### config.mk
export PLATFORM = sky130hd
export DESIGN_NAME = dcac_top
export DESIGN_NICKNAME = d
export VERILOG_FILES = /design/src/design/dcac_pkg.sv /design/src/design/dcac_side.sv /design/src/design/dcac_top.sv
export SDC_FILE = /design/constraint.sdc
export NUM_CORES = 2
export LEC_CHECK = 0
export BUFFER_PORTS_ARGS = -buffer_cell sky130_fd_sc_hd__buf_2
export CAP_MARGIN = 30
export CORE_MARGIN = 10
export CORE_UTILIZATION = 39
export CTS_CLUSTER_SIZE = 40
export DETAILED_ROUTE_END_ITERATION = 10
export SLEW_MARGIN = 20
export SYNTH_ARGS = -nofsm -noshare
export SYNTH_HDL_FRONTEND = slang
export SYNTH_HIERARCHICAL = 1
export SYNTH_SLANG_ARGS = --single-unit
### constraint.sdc
create_clock -name mclk -period 12.28 [get_ports mclk]
set_input_delay 0 -clock mclk [delete_from_list [all_inputs] [get_ports mclk]]
set_output_delay 0 -clock mclk [all_outputs]
set_load 0.02 [all_outputs]
### src/design/dcac_pkg.sv
package dcac_pkg;
	// Register map, byte addresses on an 8-bit register port
	localparam int ADDR_W = 8;
	localparam int NCH = 2;
	localparam int CH_BIT = 5;
	localparam logic [4:0] OFS_SADDR = 5'h00;
	localparam logic [4:0] OFS_DADDR = 5'h04;
	localparam logic [4:0] OFS_DSCR = 5'h08;
	localparam logic [4:0] OFS_CHANNEL_CONTROL_A = 5'h0C;
	localparam logic [4:0] OFS_CTRLB = 5'h10;
	localparam logic [4:0] OFS_CFG = 5'h14;
	localparam logic [4:0] OFS_SPIP = 5'h18;
	localparam logic [4:0] OFS_DPIP = 5'h1C;
	localparam logic [7:0] OFS_ENA = 8'h40;
	localparam int ENA_DIS_LSB = 8;
	// Reset values
	localparam logic [31:0] CFG_RST = 32'h1000_0000;
	localparam logic [31:0] REG_RST = 32'h0000_0000;
	// Configuration fields
	localparam int CFG_SOURCE_REPLAY = 8;
	localparam int CFG_DEST_REPLAY = 12;
	localparam int CFG_SOD = 16;
	// Control A fields
	localparam int CTA_DONE = 31;
	localparam int CTA_DST_W = 28;
	localparam int CTA_SRC_W = 24;
	localparam int BTSIZE_W = 16;
	// Control B fields
	localparam int CTB_AUTO = 31;
	localparam int CTB_DST_MODE = 28;
	localparam int CTB_SRC_MODE = 24;
	localparam int CTB_DST_FOFF = 20;
	localparam int CTB_SRC_FOFF = 16;
	localparam int CTB_DST_SKIP = 12;
	localparam int CTB_SRC_SKIP = 8;
	// Skip configuration fields
	localparam int SKIP_INT_LSB = 16;
	localparam int SKIP_INT_W = 10;
	localparam int SKIP_AMT_W = 16;

	typedef enum logic [1:0] {
		MODE_INC = 2'h0,
		MODE_DEC = 2'h1,
		MODE_FIX = 2'h2
	} dcac_mode_t;

	typedef enum logic [3:0] {
		ST_IDLE = 4'h1,
		ST_XFER = 4'h2,
		ST_WBACK = 4'h4,
		ST_FETCH = 4'h8
	} dcac_state_t;

	// Descriptor as returned by the memory side
	typedef struct packed {
		logic [31:0] saddr;
		logic [31:0] daddr;
		logic [31:0] channel_control_a;
		logic [31:0] ctrlb;
		logic [31:0] next;
	} dcac_desc_t;

	// Per-channel programmable and sequencing state
	typedef struct packed {
		dcac_state_t state;
		logic [31:0] cfg;
		logic [31:0] spip;
		logic [31:0] dpip;
		logic [31:0] channel_control_a;
		logic [31:0] ctrlb;
		logic [31:0] dscr;
		logic [31:0] rep_channel_control_a;
		logic [31:0] rep_saddr;
		logic [31:0] rep_daddr;
		logic [BTSIZE_W-1:0] cnt;
		logic snap;
		logic en;
		logic xfer;
		logic fetch;
		logic wb;
		logic wbd;
	} dcac_chan_t;

	// Bytes per beat for a width code
	function automatic logic [31:0] step_bytes(input logic [1:0] w);
		step_bytes = w[1] ? 32'h0000_0004 : (w[0] ? 32'h0000_0002 : 32'h0000_0001);
	endfunction : step_bytes
endpackage : dcac_pkg

### src/design/dcac_side.sv
`timescale 1ns/10ps
`default_nettype none
module dcac_side (
	input wire logic mclk,
	input wire logic resetn,
	input wire logic load,
	input wire logic [31:0] load_addr,
	input wire logic step,
	input wire logic [1:0] mode,
	input wire logic [1:0] width,
	input wire logic skip_en,
	input wire logic [31:0] skip_cfg,
	output logic [31:0] addr_ff
);
	import dcac_pkg::*;

	logic [31:0] nxt_addr;
	logic [31:0] stepped;
	logic [SKIP_INT_W-1:0] cnt_ff;
	logic [SKIP_INT_W-1:0] nxt_cnt;
	logic [SKIP_INT_W-1:0] cnt_inc;

	////////////////////////////////////////////////////////////////////////////
	// Address walk and skip counter
	always_comb begin
		nxt_addr = addr_ff;
		nxt_cnt = cnt_ff;
		cnt_inc = cnt_ff + 10'h001;
		case (dcac_mode_t'(mode))
			MODE_INC: stepped = addr_ff + step_bytes(width);
			MODE_DEC: stepped = addr_ff - step_bytes(width);
			default: stepped = addr_ff;
		endcase
		if (load) begin
			nxt_addr = load_addr;
			nxt_cnt = '0;
		end else if (step) begin
			nxt_addr = stepped;
			// Interval of zero matches only when the counter wraps, so the jump comes every 1024th step
			if (skip_en) begin
				if (cnt_inc == skip_cfg[SKIP_INT_LSB +: SKIP_INT_W]) begin
					nxt_addr = stepped + {16'h0000, skip_cfg[SKIP_AMT_W-1:0]};
					nxt_cnt = '0;
				end else begin
					nxt_cnt = cnt_inc;
				end
			end
		end
	end

	// Registers
	always_ff @(posedge mclk or negedge resetn) begin
		if (!resetn) begin
			addr_ff <= REG_RST;
			cnt_ff <= '0;
		end else begin
			addr_ff <= nxt_addr;
			cnt_ff <= nxt_cnt;
		end
	end
endmodule : dcac_side
`default_nettype wire

### src/design/dcac_top.sv
// Summary of operation
// - Destination fetch-off at 0 loads destination from descriptors; at 1 it does not.
// - Source mode 00 increments, 01 decrements, 10 holds the source address.
// - Destination mode 00 increments, 01 decrements, 10 holds the destination address.
// - Auto bit chains buffers without software, contiguous or replay per side.
// - Auto with source replay 0: next buffer source continues where last ended.
// - Auto with source replay 1: reload source address and control A.
// - Auto with destination replay 0: destination continues after previous buffer.
// - Auto with destination replay 1: reload destination address and control A.
// - Stop-on-completion 0: keep fetching descriptors whatever the completion flag.
// - Stop-on-completion 1: disable channel when loaded descriptor has completion set.
// - Skip interval, bits 25..16, counts transfers before the address jump.
// - At the interval, add the 16-bit skip amount to the address.
// - Destination has its own interval and amount, applied like the source.
// - Channels 0 and 1 each own an independent configuration register.
// - Skipping on a side only when its skip enable is 1.
// - At each buffer end write control A completion flag back to descriptor.
`timescale 1ns/10ps
`default_nettype none
module dcac_top (
	input wire logic mclk,
	input wire logic resetn,
	input wire logic [dcac_pkg::ADDR_W-1:0] reg_addr,
	input wire logic [31:0] reg_wdata,
	input wire logic reg_wr,
	input wire logic reg_rd,
	output logic [31:0] reg_rdata,
	input wire logic [dcac_pkg::NCH-1:0] beat_ack,
	input wire logic [dcac_pkg::NCH-1:0] desc_valid,
	input wire dcac_pkg::dcac_desc_t desc_data,
	input wire logic [dcac_pkg::NCH-1:0] wb_ack,
	output logic [dcac_pkg::NCH-1:0] chan_active,
	output logic [dcac_pkg::NCH-1:0] xfer_req,
	output logic [dcac_pkg::NCH-1:0] fetch_req,
	output logic [dcac_pkg::NCH-1:0] wb_req,
	output logic [dcac_pkg::NCH-1:0] wb_done,
	output logic [dcac_pkg::NCH-1:0][31:0] desc_addr,
	output wire logic [dcac_pkg::NCH-1:0][31:0] src_addr,
	output wire logic [dcac_pkg::NCH-1:0][31:0] dst_addr
);
	import dcac_pkg::*;

	dcac_chan_t chan_ff [NCH];
	dcac_chan_t nxt_chan [NCH];
	logic [31:0] rdata_ff;
	logic [31:0] nxt_rdata;
	logic [NCH-1:0] s_ld;
	logic [NCH-1:0] d_ld;
	logic [NCH-1:0] stp;
	logic [31:0] s_val [NCH];
	logic [31:0] d_val [NCH];

	////////////////////////////////////////////////////////////////////////////
	// Sequencing helpers

	// Open a buffer: counter cleared, start addresses captured next cycle
	function automatic dcac_chan_t chan_start(input dcac_chan_t ch);
		dcac_chan_t r;
		r = ch;
		r.state = ST_XFER;
		r.xfer = 1'b1;
		r.en = 1'b1;
		r.cnt = '0;
		r.snap = 1'b1;
		r.rep_channel_control_a = ch.channel_control_a;
		return r;
	endfunction : chan_start

	// Close the channel and drop every request
	function automatic dcac_chan_t chan_stop(input dcac_chan_t ch);
		dcac_chan_t r;
		r = ch;
		r.state = ST_IDLE;
		r.en = 1'b0;
		r.xfer = 1'b0;
		r.fetch = 1'b0;
		r.wb = 1'b0;
		return r;
	endfunction : chan_stop

	// A zero size buffer disables the channel rather than stalling it
	function automatic logic size_zero(input logic [31:0] channel_control_a);
		size_zero = (channel_control_a[BTSIZE_W-1:0] == '0);
	endfunction : size_zero

	////////////////////////////////////////////////////////////////////////////
	// Channel next state
	always_comb begin
		for (int c = 0; c < NCH; c++) begin
			nxt_chan[c] = chan_ff[c];
			s_ld[c] = 1'b0;
			d_ld[c] = 1'b0;
			stp[c] = 1'b0;
			s_val[c] = chan_ff[c].rep_saddr;
			d_val[c] = chan_ff[c].rep_daddr;
			// Software writes to this channel's own register window
			if (reg_wr && reg_addr[7:6] == 2'h0 && reg_addr[CH_BIT] == 1'(c)) begin
				case (reg_addr[4:0])
					OFS_SADDR: begin
						s_ld[c] = 1'b1;
						s_val[c] = reg_wdata;
					end
					OFS_DADDR: begin
						d_ld[c] = 1'b1;
						d_val[c] = reg_wdata;
					end
					OFS_DSCR: nxt_chan[c].dscr = reg_wdata;
					OFS_CHANNEL_CONTROL_A: nxt_chan[c].channel_control_a = reg_wdata;
					OFS_CTRLB: nxt_chan[c].ctrlb = reg_wdata;
					OFS_CFG: nxt_chan[c].cfg = reg_wdata;
					OFS_SPIP: nxt_chan[c].spip = reg_wdata;
					OFS_DPIP: nxt_chan[c].dpip = reg_wdata;
					default: ;
				endcase
			end
			case (chan_ff[c].state)
				ST_IDLE: ;
				ST_XFER: begin
					// First cycle of a buffer: remember where it began
					if (chan_ff[c].snap) begin
						nxt_chan[c].snap = 1'b0;
						nxt_chan[c].rep_saddr = src_addr[c];
						nxt_chan[c].rep_daddr = dst_addr[c];
					end
					if (beat_ack[c]) begin
						stp[c] = 1'b1;
						nxt_chan[c].cnt = chan_ff[c].cnt + 16'h0001;
						if (nxt_chan[c].cnt == chan_ff[c].channel_control_a[BTSIZE_W-1:0]) begin
							nxt_chan[c].state = ST_WBACK;
							nxt_chan[c].xfer = 1'b0;
							nxt_chan[c].wb = 1'b1;
							nxt_chan[c].wbd = chan_ff[c].channel_control_a[CTA_DONE];
						end
					end
				end
				ST_WBACK: begin
					if (wb_ack[c]) begin
						nxt_chan[c].wb = 1'b0;
						if (chan_ff[c].ctrlb[CTB_AUTO]) begin
							// Replay restores, contiguous leaves the address walking on
							if (chan_ff[c].cfg[CFG_SOURCE_REPLAY]) begin
								s_ld[c] = 1'b1;
							end
							if (chan_ff[c].cfg[CFG_DEST_REPLAY]) begin
								d_ld[c] = 1'b1;
							end
							if (chan_ff[c].cfg[CFG_SOURCE_REPLAY] || chan_ff[c].cfg[CFG_DEST_REPLAY]) begin
								nxt_chan[c].channel_control_a = chan_ff[c].rep_channel_control_a;
							end
							nxt_chan[c] = chan_start(nxt_chan[c]);
						end else if (chan_ff[c].dscr != '0) begin
							nxt_chan[c].state = ST_FETCH;
							nxt_chan[c].fetch = 1'b1;
						end else begin
							nxt_chan[c] = chan_stop(nxt_chan[c]);
						end
					end
				end
				ST_FETCH: begin
					if (desc_valid[c]) begin
						nxt_chan[c].fetch = 1'b0;
						nxt_chan[c].channel_control_a = desc_data.channel_control_a;
						nxt_chan[c].ctrlb = desc_data.ctrlb;
						nxt_chan[c].dscr = desc_data.next;
						if (!desc_data.ctrlb[CTB_SRC_FOFF]) begin
							s_ld[c] = 1'b1;
							s_val[c] = desc_data.saddr;
						end
						if (!desc_data.ctrlb[CTB_DST_FOFF]) begin
							d_ld[c] = 1'b1;
							d_val[c] = desc_data.daddr;
						end
						// Completion flag only matters with stop-on-completion set
						if ((chan_ff[c].cfg[CFG_SOD] && desc_data.channel_control_a[CTA_DONE])
							|| size_zero(desc_data.channel_control_a)) begin
							nxt_chan[c] = chan_stop(nxt_chan[c]);
						end else begin
							nxt_chan[c] = chan_start(nxt_chan[c]);
						end
					end
				end
				default: nxt_chan[c] = chan_stop(nxt_chan[c]);
			endcase
			// Enable register: evaluated last so a stop beats a same-cycle start
			if (reg_wr && reg_addr == OFS_ENA) begin
				if (reg_wdata[ENA_DIS_LSB + c]) begin
					nxt_chan[c] = chan_stop(nxt_chan[c]);
				end else if (reg_wdata[c] && nxt_chan[c].state == ST_IDLE
					&& !size_zero(nxt_chan[c].channel_control_a)) begin
					nxt_chan[c] = chan_start(nxt_chan[c]);
				end
			end
		end
	end

	// Channel registers
	always_ff @(posedge mclk or negedge resetn) begin
		if (!resetn) begin
			for (int c = 0; c < NCH; c++) begin
				chan_ff[c] <= '{state: ST_IDLE, cfg: CFG_RST, spip: REG_RST, dpip: REG_RST,
					channel_control_a: REG_RST, ctrlb: REG_RST, dscr: REG_RST, rep_channel_control_a: REG_RST,
					rep_saddr: REG_RST, rep_daddr: REG_RST, cnt: '0, default: 1'b0};
			end
		end else begin
			for (int c = 0; c < NCH; c++) begin
				chan_ff[c] <= nxt_chan[c];
			end
		end
	end

	////////////////////////////////////////////////////////////////////////////
	// Address units, one pair per channel
	for (genvar g = 0; g < NCH; g++) begin : gen_ch
		dcac_side u_src (
			.mclk(mclk),
			.resetn(resetn),
			.load(s_ld[g]),
			.load_addr(s_val[g]),
			.step(stp[g]),
			.mode(chan_ff[g].ctrlb[CTB_SRC_MODE +: 2]),
			.width(chan_ff[g].channel_control_a[CTA_SRC_W +: 2]),
			.skip_en(chan_ff[g].ctrlb[CTB_SRC_SKIP]),
			.skip_cfg(chan_ff[g].spip),
			.addr_ff(src_addr[g])
		);
		// Destination beats are counted in source beats, like the source side
		dcac_side u_dst (
			.mclk(mclk),
			.resetn(resetn),
			.load(d_ld[g]),
			.load_addr(d_val[g]),
			.step(stp[g]),
			.mode(chan_ff[g].ctrlb[CTB_DST_MODE +: 2]),
			.width(chan_ff[g].channel_control_a[CTA_DST_W +: 2]),
			.skip_en(chan_ff[g].ctrlb[CTB_DST_SKIP]),
			.skip_cfg(chan_ff[g].dpip),
			.addr_ff(dst_addr[g])
		);
		assign chan_active[g] = chan_ff[g].en;
		assign xfer_req[g] = chan_ff[g].xfer;
		assign fetch_req[g] = chan_ff[g].fetch;
		assign wb_req[g] = chan_ff[g].wb;
		assign wb_done[g] = chan_ff[g].wbd;
		assign desc_addr[g] = chan_ff[g].dscr;
	end

	////////////////////////////////////////////////////////////////////////////
	// Register read port, data one cycle after the strobe and only then
	always_comb begin
		nxt_rdata = '0;
		if (reg_rd) begin
			if (reg_addr == OFS_ENA) begin
				for (int c = 0; c < NCH; c++) begin
					nxt_rdata[c] = chan_ff[c].en;
				end
			end else if (reg_addr[7:6] == 2'h0) begin
				case (reg_addr[4:0])
					OFS_SADDR: nxt_rdata = src_addr[reg_addr[CH_BIT]];
					OFS_DADDR: nxt_rdata = dst_addr[reg_addr[CH_BIT]];
					OFS_DSCR: nxt_rdata = chan_ff[reg_addr[CH_BIT]].dscr;
					OFS_CHANNEL_CONTROL_A: nxt_rdata = chan_ff[reg_addr[CH_BIT]].channel_control_a;
					OFS_CTRLB: nxt_rdata = chan_ff[reg_addr[CH_BIT]].ctrlb;
					OFS_CFG: nxt_rdata = chan_ff[reg_addr[CH_BIT]].cfg;
					OFS_SPIP: nxt_rdata = chan_ff[reg_addr[CH_BIT]].spip;
					OFS_DPIP: nxt_rdata = chan_ff[reg_addr[CH_BIT]].dpip;
					default: nxt_rdata = '0;
				endcase
			end
		end
	end

	// Read data register
	always_ff @(posedge mclk or negedge resetn) begin
		if (!resetn) begin
			rdata_ff <= REG_RST;
		end else begin
			rdata_ff <= nxt_rdata;
		end
	end

	assign reg_rdata = rdata_ff;
endmodule : dcac_top
`default_nettype wire

======== Word-level counts from Yosys, hierarchy flattened ========
Cells that the tools add are included.
Widths: inputs -> output; s select.
storage, ports and cells
  logic and storage cells ................. 310
  flip-flop bits (word level) ............. 828
cells by class
  reductions and logical operators ........ 41
  add/subtract/negate cells ............... 18
  multiplexer cells ....................... 176
  equal/unequal tests ..................... 28
  bitwise gates (word level) .............. 2
  order comparisons ....................... 2
operators by type and width
  kind                   count
  $mux 314               12
  $mux 32                59
  $mux 310               3
  $pmux 224 s2           2
  $mux 312               2
  $pmux 81 s3            2
  $mux 192               2
  $pmux 32 s2            4
  $pmux 32 s8            1
  $mux 10                16
  $add 32x16->32         4
  $add 32x32->32         4
  $mux 64                2
  $sub 32x32->32         4
  $reduce_bool 32->1     2
  $logic_not 16->1       3
  $add 10x1->10 const B  4
  $eq 10x10->1           4
  $mux 1                 36
  $add 16x1->16 const B  2
  $eq 16x16->1           2
  $mux 16                2
  $pmux 4 s4             2
  $mux 30                1
  28 further kinds       92

======== Longest topological paths before layout ========
  word-level depth ........................ 14
  mapped depth ............................ 27
  mapped depth without buffers ............ 26

======== By module ========
The synthesis kept the hierarchy.
modules (own cells, without submodules)
  module                           cells an instance  area each (µm²)  seq. area each (µm²)  times used
  dcac_top                         3,701              37,413.4         16,520.8              1
  dcac_side (gen_ch[0].u_dst ...)  798                5,963.2          1,051.0               3
  dcac_side (gen_ch[1].u_dst)      804                6,120.9          1,051.0               1

======== Least setup slack after synthesis ========
Ideal clock, no wire load.
  path type ............................... flip-flop to flip-flop
  from .................................... reg chan_ff[179] (netlist bit)
  to ...................................... reg gen_ch[1].u_dst.addr_ff[19]
  slack ................................... 6.730 ns
  buffers on the path ..................... 2
  cell stages (with the launch flop) ...... 27
  arrival time ............................ 5.455 ns
  library setup time ...................... 0.095 ns
  period minus slack after synthesis ...... 5.550 ns
  path through ............................ dfrtp_1 buf_4 clkinv_1 buf_1 nand2_1 inv_1 or2_2 ha_1 a21oi_1 o221ai_2 o211a_1 o21a_1 o21a_1 o21ai_0 mux2i_1 nand2_1 ha_1 a22o_1 or4_1 a21oi_1 o21a_1 o31ai_1 nand3b_2 nor3_1 and3_1 o21a_1 o31ai_1
on the way
  word-level cells in the longest chain between the ends .. 7
  elaborated cells between the ends (all ways) .. 8
ends and longest elaborated chain
  what                                                  line             source
  start: declaration                                    dcac_top.sv:43   dcac_chan_t chan_ff [NCH];
  start signal: indexed assignment                      dcac_top.sv:200  chan_ff[c] <= '{state: ST_IDLE, cfg: CFG_RST, spip: REG_RST, dpip: REG_RST,
  start signal: indexed assignment                      dcac_top.sv:206  chan_ff[c] <= nxt_chan[c];
  $eq 2x1->1 / $logic_not 2->1 (equally long branches)  dcac_side.sv:29  case (dcac_mode_t'(mode))
  $pmux 32 s2 (*)                                       dcac_side.sv:29
  $add 32x16->32                                        dcac_side.sv:42  nxt_addr = stepped + {16'h0000, skip_cfg[SKIP_AMT_W-1:0]};
  $mux 32                                               dcac_side.sv:41  if (cnt_inc == skip_cfg[SKIP_INT_LSB +: SKIP_INT_W]) begin
  $mux 32 (*)                                           dcac_side.sv:40  if (skip_en) begin
  $mux 32 (*)                                           dcac_side.sv:37  end else if (step) begin
  $mux 32 (*)                                           dcac_side.sv:34  if (load) begin
  end signal: assignment                                dcac_side.sv:57  addr_ff <= nxt_addr;
  end: declaration                                      dcac_side.sv:13  output logic [31:0] addr_ff
Every way passes the cells marked *; elsewhere a longest branch is shown, timed or not. The select of a mux whose other input is x is not followed.
A chain may end at the register's enable or synchronous reset.

======== Worst setup path in the final report ========
  from .................................... reg chan_ff[493] (netlist bit)
  to ...................................... reg gen_ch[0].u_dst.addr_ff[26]
on the way
  word-level cells in the longest chain between the ends .. 7
  elaborated cells between the ends (all ways) .. 8
ends and longest elaborated chain
  what                                                  line
  $eq 2x1->1 / $logic_not 2->1 (equally long branches)  dcac_side.sv:29
  $pmux 32 s2 (*)                                       dcac_side.sv:29
  $add 32x16->32                                        dcac_side.sv:42
  $mux 32                                               dcac_side.sv:41
  $mux 32 (*)                                           dcac_side.sv:40
  $mux 32 (*)                                           dcac_side.sv:37
  $mux 32 (*)                                           dcac_side.sv:34
  end signal: assignment                                dcac_side.sv:57
  end: declaration                                      dcac_side.sv:13
Marks and branches as above.

==> results.toml <==
[outcome]
status = "finished clean"

[logic_synthesis]
synth_area_leaders = "dfrtp_1 34%, mux2i_1 8.1%, mux2_2 6.3%"
syn-instance-count = 6899
yosysTopAreaCell = "dfrtp_1"
yosysWarnings = 6
synth_ff_type = "dfrtp_1"
synth-seq-area-share = 0.3374
synth_cell_type_count = 118
yosys.cell_count.top_type = "dfrtp_1"
synth_seq_cells = 828
avgSynthCellArea_um2 = 8.903
synth_edf_count = 0
async_reset_ff_frac = 1.000
synth_common_cells = "824 x dfrtp_1, 766 x nand2_1, 596 x o21ai_0"
synthDominantCellAreaShare = 0.3357
syn_nets = 7323
synth_area_um2 = 61420

[power]
switching_share = 0.3036
leakage_uw = 0.03224
power_frac_comb = 0.155
power_frac_clock = 0.442
switching_power_uw = 2200
ir_drop_mv = 0.1177
power.internal_uw = 5046
seqPwrFrac = 0.403
cellPowerDensity_nw_per_um2 = 101.9

[clock_tree]
h-tree-depth = 3
cts_resized = 0
cts_buffer_depth = 3
cts.sinks = 828
tritoncts = "done"
holdBufCountCts = 245
cts_root_buf = "clkbuf_16"
clkTransAtPathRegs_ns = 0.06
clock_latency_ns = 0.77
cts_buffers = 99
cts_setup_buffers = 0

[floorplan]
io_pins = 444
rows = 145
die_w_um = 416.9
fp.dieArea_um2 = 173800
core-area_um2 = 156400
die_h_um = 416.9
initial_core_util = 0.3928

[sta]
rsz0062_at_grt = "no"
finalClockSkew_ns = 0.04103
slew_viol_final = 0
worst_pin_slew_ns = 1.141
finalSetupViolCount = 0
finalCritPeriodShare = 0.5760
max_slew_margin = 0.2395
clock.fmax_ghz = 0.1414
tns_ns = 0
setup_slack_ns = 5.206
finalCriticalPeriod_ns = 7.074
hold_viol_final = 0

[setup_path]
r2r_setup_slack_ns = 5.21
critPathLaunchType = "flop"
crit_required_ns = 12.92
critPathKind = "flop to flop"
rr_startpoint = "chan_ff[493]$_DFF_PN0_"
rr_worst_depth = 21
crit_slowest_cell = "ha_1"
worstPathArrival_ns = 7.71
r2r_end = "gen_ch[0].u_dst/addr_ff[26]$_DFFE_PN0P_"
slowest_delay_ns = 0.59
endpoint_kind = "flop"
path_cells = "buf_4 > inv_1 > nand2_1 > nand2b_1 > ha_1 > a21o_1 > a211oi_1 > a21oi_1 > a31oi_1 > o21bai_1 > a21oi_1 > xor2_1 > o21ai_0 > ha_1 > nand3_1 > o41ai_1 > o21ai_0 > a211o_1 > nand4b_1 > xor2_1 > a221o_1"
crit_path_max_fanout = 56

[route]
drc_errors = 0
drt-initial-drc-count = 8044
vias = 60960
drtPass1Iterations = 9
wl_mm = 301.6
post_drt_via_cell_ratio = 6.464
detail-route-antenna-nets = 0
post_drt_wl_per_cell_um = 31.98

[layout]
multi_input_area_um2 = 37800
seq_area_um2 = 20730
syn_to_final_growth_pct = 15.77
nFillCells = 15090
final_net_count = 7697
layout-drive-gt1-share = 0.1752

[placement]
post-place-ws_ns = 5.514
hpwl_mm = 219.6
gp_congestion = 1.014
numPortBuffers = 443

[min_path]
hp-start = "desc_data[10]"
hold_path_class = "primary input to flop"
min_to = "desc_addr[42]$_DFF_PN0_"
hold-path-cell-count = 4

[global_route]
antenna_found_initial = 49
grt_pass1_vias = 57720
grt_overflow_total = 0
grt_pass1_wl_mm = 426.0
grt_max_degree = 139
grt_usage = 0.3311

[job]
cap_violations = 0
==> how the worst max path moves through the flow <==
stage	from	to	slack (ns)	cells past startpoint
after floorplan	chan_ff[179]$_DFF_PN0_	gen_ch[1].u_dst/addr_ff[19]$_DFFE_PN0P_	6.73	26
after global placement	chan_ff[493]$_DFF_PN0_	gen_ch[0].u_dst/addr_ff[26]$_DFFE_PN0P_	5.57	21
after detailed placement	chan_ff[493]$_DFF_PN0_	gen_ch[0].u_dst/addr_ff[26]$_DFFE_PN0P_	5.51	21
after CTS	chan_ff[493]$_DFF_PN0_	gen_ch[0].u_dst/addr_ff[26]$_DFFE_PN0P_	5.48	21
after global routing	chan_ff[493]$_DFF_PN0_	gen_ch[0].u_dst/addr_ff[26]$_DFFE_PN0P_	4.85	21
final	chan_ff[493]$_DFF_PN0_	gen_ch[0].u_dst/addr_ff[26]$_DFFE_PN0P_	5.21	21
==> power groups by stage <==
| stage | sequential, uW | combinational [uW] | clock [uW] |
|---|---|---|---|
| 6_report | 2920 | 1120 | 3200 |
| 4_1_cts | 2910 | 1080 | 3210 |
| 3_5_place_dp | 2960 | 1020 | 0 |
| 3_3_place_gp | 2960 | 1010 | 0 |
| 2_1_floorplan | 2900 | 605 | 0 |
| 5_1_grt | 2920 | 1190 | 3320 |
==> final cells by class <==
class	instances	area share
multi-input cells	5365	0.5316
clock inverters	35	0.007355
inverters	138	0.007320
well taps	2058	0.03621
flip-flops and latches	828	0.2915
repair buffers	841	0.08419
clock buffers	145	0.04108
diodes	21	0.0007390
==> critical path: cells and delay by family, from the launching register on <==
kind                     cells  cell delay, ns
flip-flops                   1            0.34
XOR/XNOR                     2            0.33
adder cells (fa/ha/maj)      2            0.98
AND/OR/NAND/NOR              4            1.21
AO/OA/AOI/OAI               11            3.04
buffers and inverters        2            1.01
==> kinds of logic (layout without fill, tap and decap cells) <==
| kind of cell | Yosys count | after routing | synth area share |
|---|---|---|---|
| flip-flops | 828 | 828 | 0.3374 |
| buffers and inverters | 706 | 1159 | 0.05076 |
| adder cells (fa/ha/maj) | 214 | 214 | 0.04457 |
| AND/OR/NAND/NOR | 1932 | 1932 | 0.1516 |
| multiplexers | 904 | 904 | 0.1578 |
| AO/OA/AOI/OAI | 2033 | 2033 | 0.2168 |
| XOR/XNOR | 282 | 282 | 0.04111 |
| other | 0 | 21 | 0 |
==> cell usage in the layout, fill, tap and decap left out, drive strengths merged, types with 41 or more instances in the layout <==
| master | netlist | final |
|---|---|---|
| a21o | 82 | 82 |
| clkbuf | 381 | 149 |
| a221o | 111 | 111 |
| mux2 | 395 | 395 |
| and2 | 43 | 43 |
| mux2i | 497 | 497 |
| xor2 | 122 | 122 |
| o221ai | 41 | 41 |
| ha | 206 | 206 |
| nand4 | 72 | 72 |
| xnor2 | 156 | 156 |
| o211ai | 50 | 50 |
| dlygate4sd3 | 1 | 244 |
| dfrtp | 824 | 824 |
| a21oi | 446 | 446 |
| a31oi | 47 | 47 |
| nor4 | 48 | 48 |
| o22ai | 59 | 59 |
| nand2b | 51 | 51 |
| nand2 | 769 | 769 |
| o31ai | 51 | 51 |
| nor2 | 485 | 485 |
| and3 | 59 | 59 |
| nor2b | 46 | 46 |
| buf | 186 | 593 |
| o21ai | 679 | 679 |
| a22oi | 45 | 45 |
| nand3 | 103 | 103 |
| nor3 | 73 | 73 |
| nor3b | 48 | 48 |
| a211oi | 109 | 109 |
| inv | 136 | 140 |
==> sequential cells by signal, indices dropped and copies added, names as in the netlist <==
name                  flops
desc_addr                64
fetch_req                 2
gen_ch.u_dst/addr_ff     64
xfer_req                  2
wb_done                   2
chan_ff                 554
gen_ch.u_src/cnt_ff      20
gen_ch.u_dst/cnt_ff      20
gen_ch.u_src/addr_ff     64
chan_active               2
wb_req                    2
reg_rdata                32
==> metrics by stage <==
stage          power (uW)  hold slack (ns)  std cells  area (um2)  utilization
2_1_floorplan        3504          -0.2956       6899       61420            -
3_3_place_gp         3968           0.1288       8971       64940       0.4152
3_5_place_dp         3978           0.1331       8974       64990       0.4156
4_1_cts              7205        0.0005465       9399       70910       0.4534
5_1_grt              7426          0.01791       9421       71090       0.4545
6_report             7245          0.01971       9431       71110       0.4547
==> metal layers <==
metal  wire length [um]  track usage  vias to the layer above  share of wire
met3              30550      0.08484                      922           0.10
met4              26910       0.2521                       30          0.089
li1                   -            -                    26180              -
met2             127100       0.4846                     3587           0.42
met5                196            0                        -        0.00065
met1             116900       0.4162                    30250           0.39
Note: power is estimated with default switching activity, not from simulation.
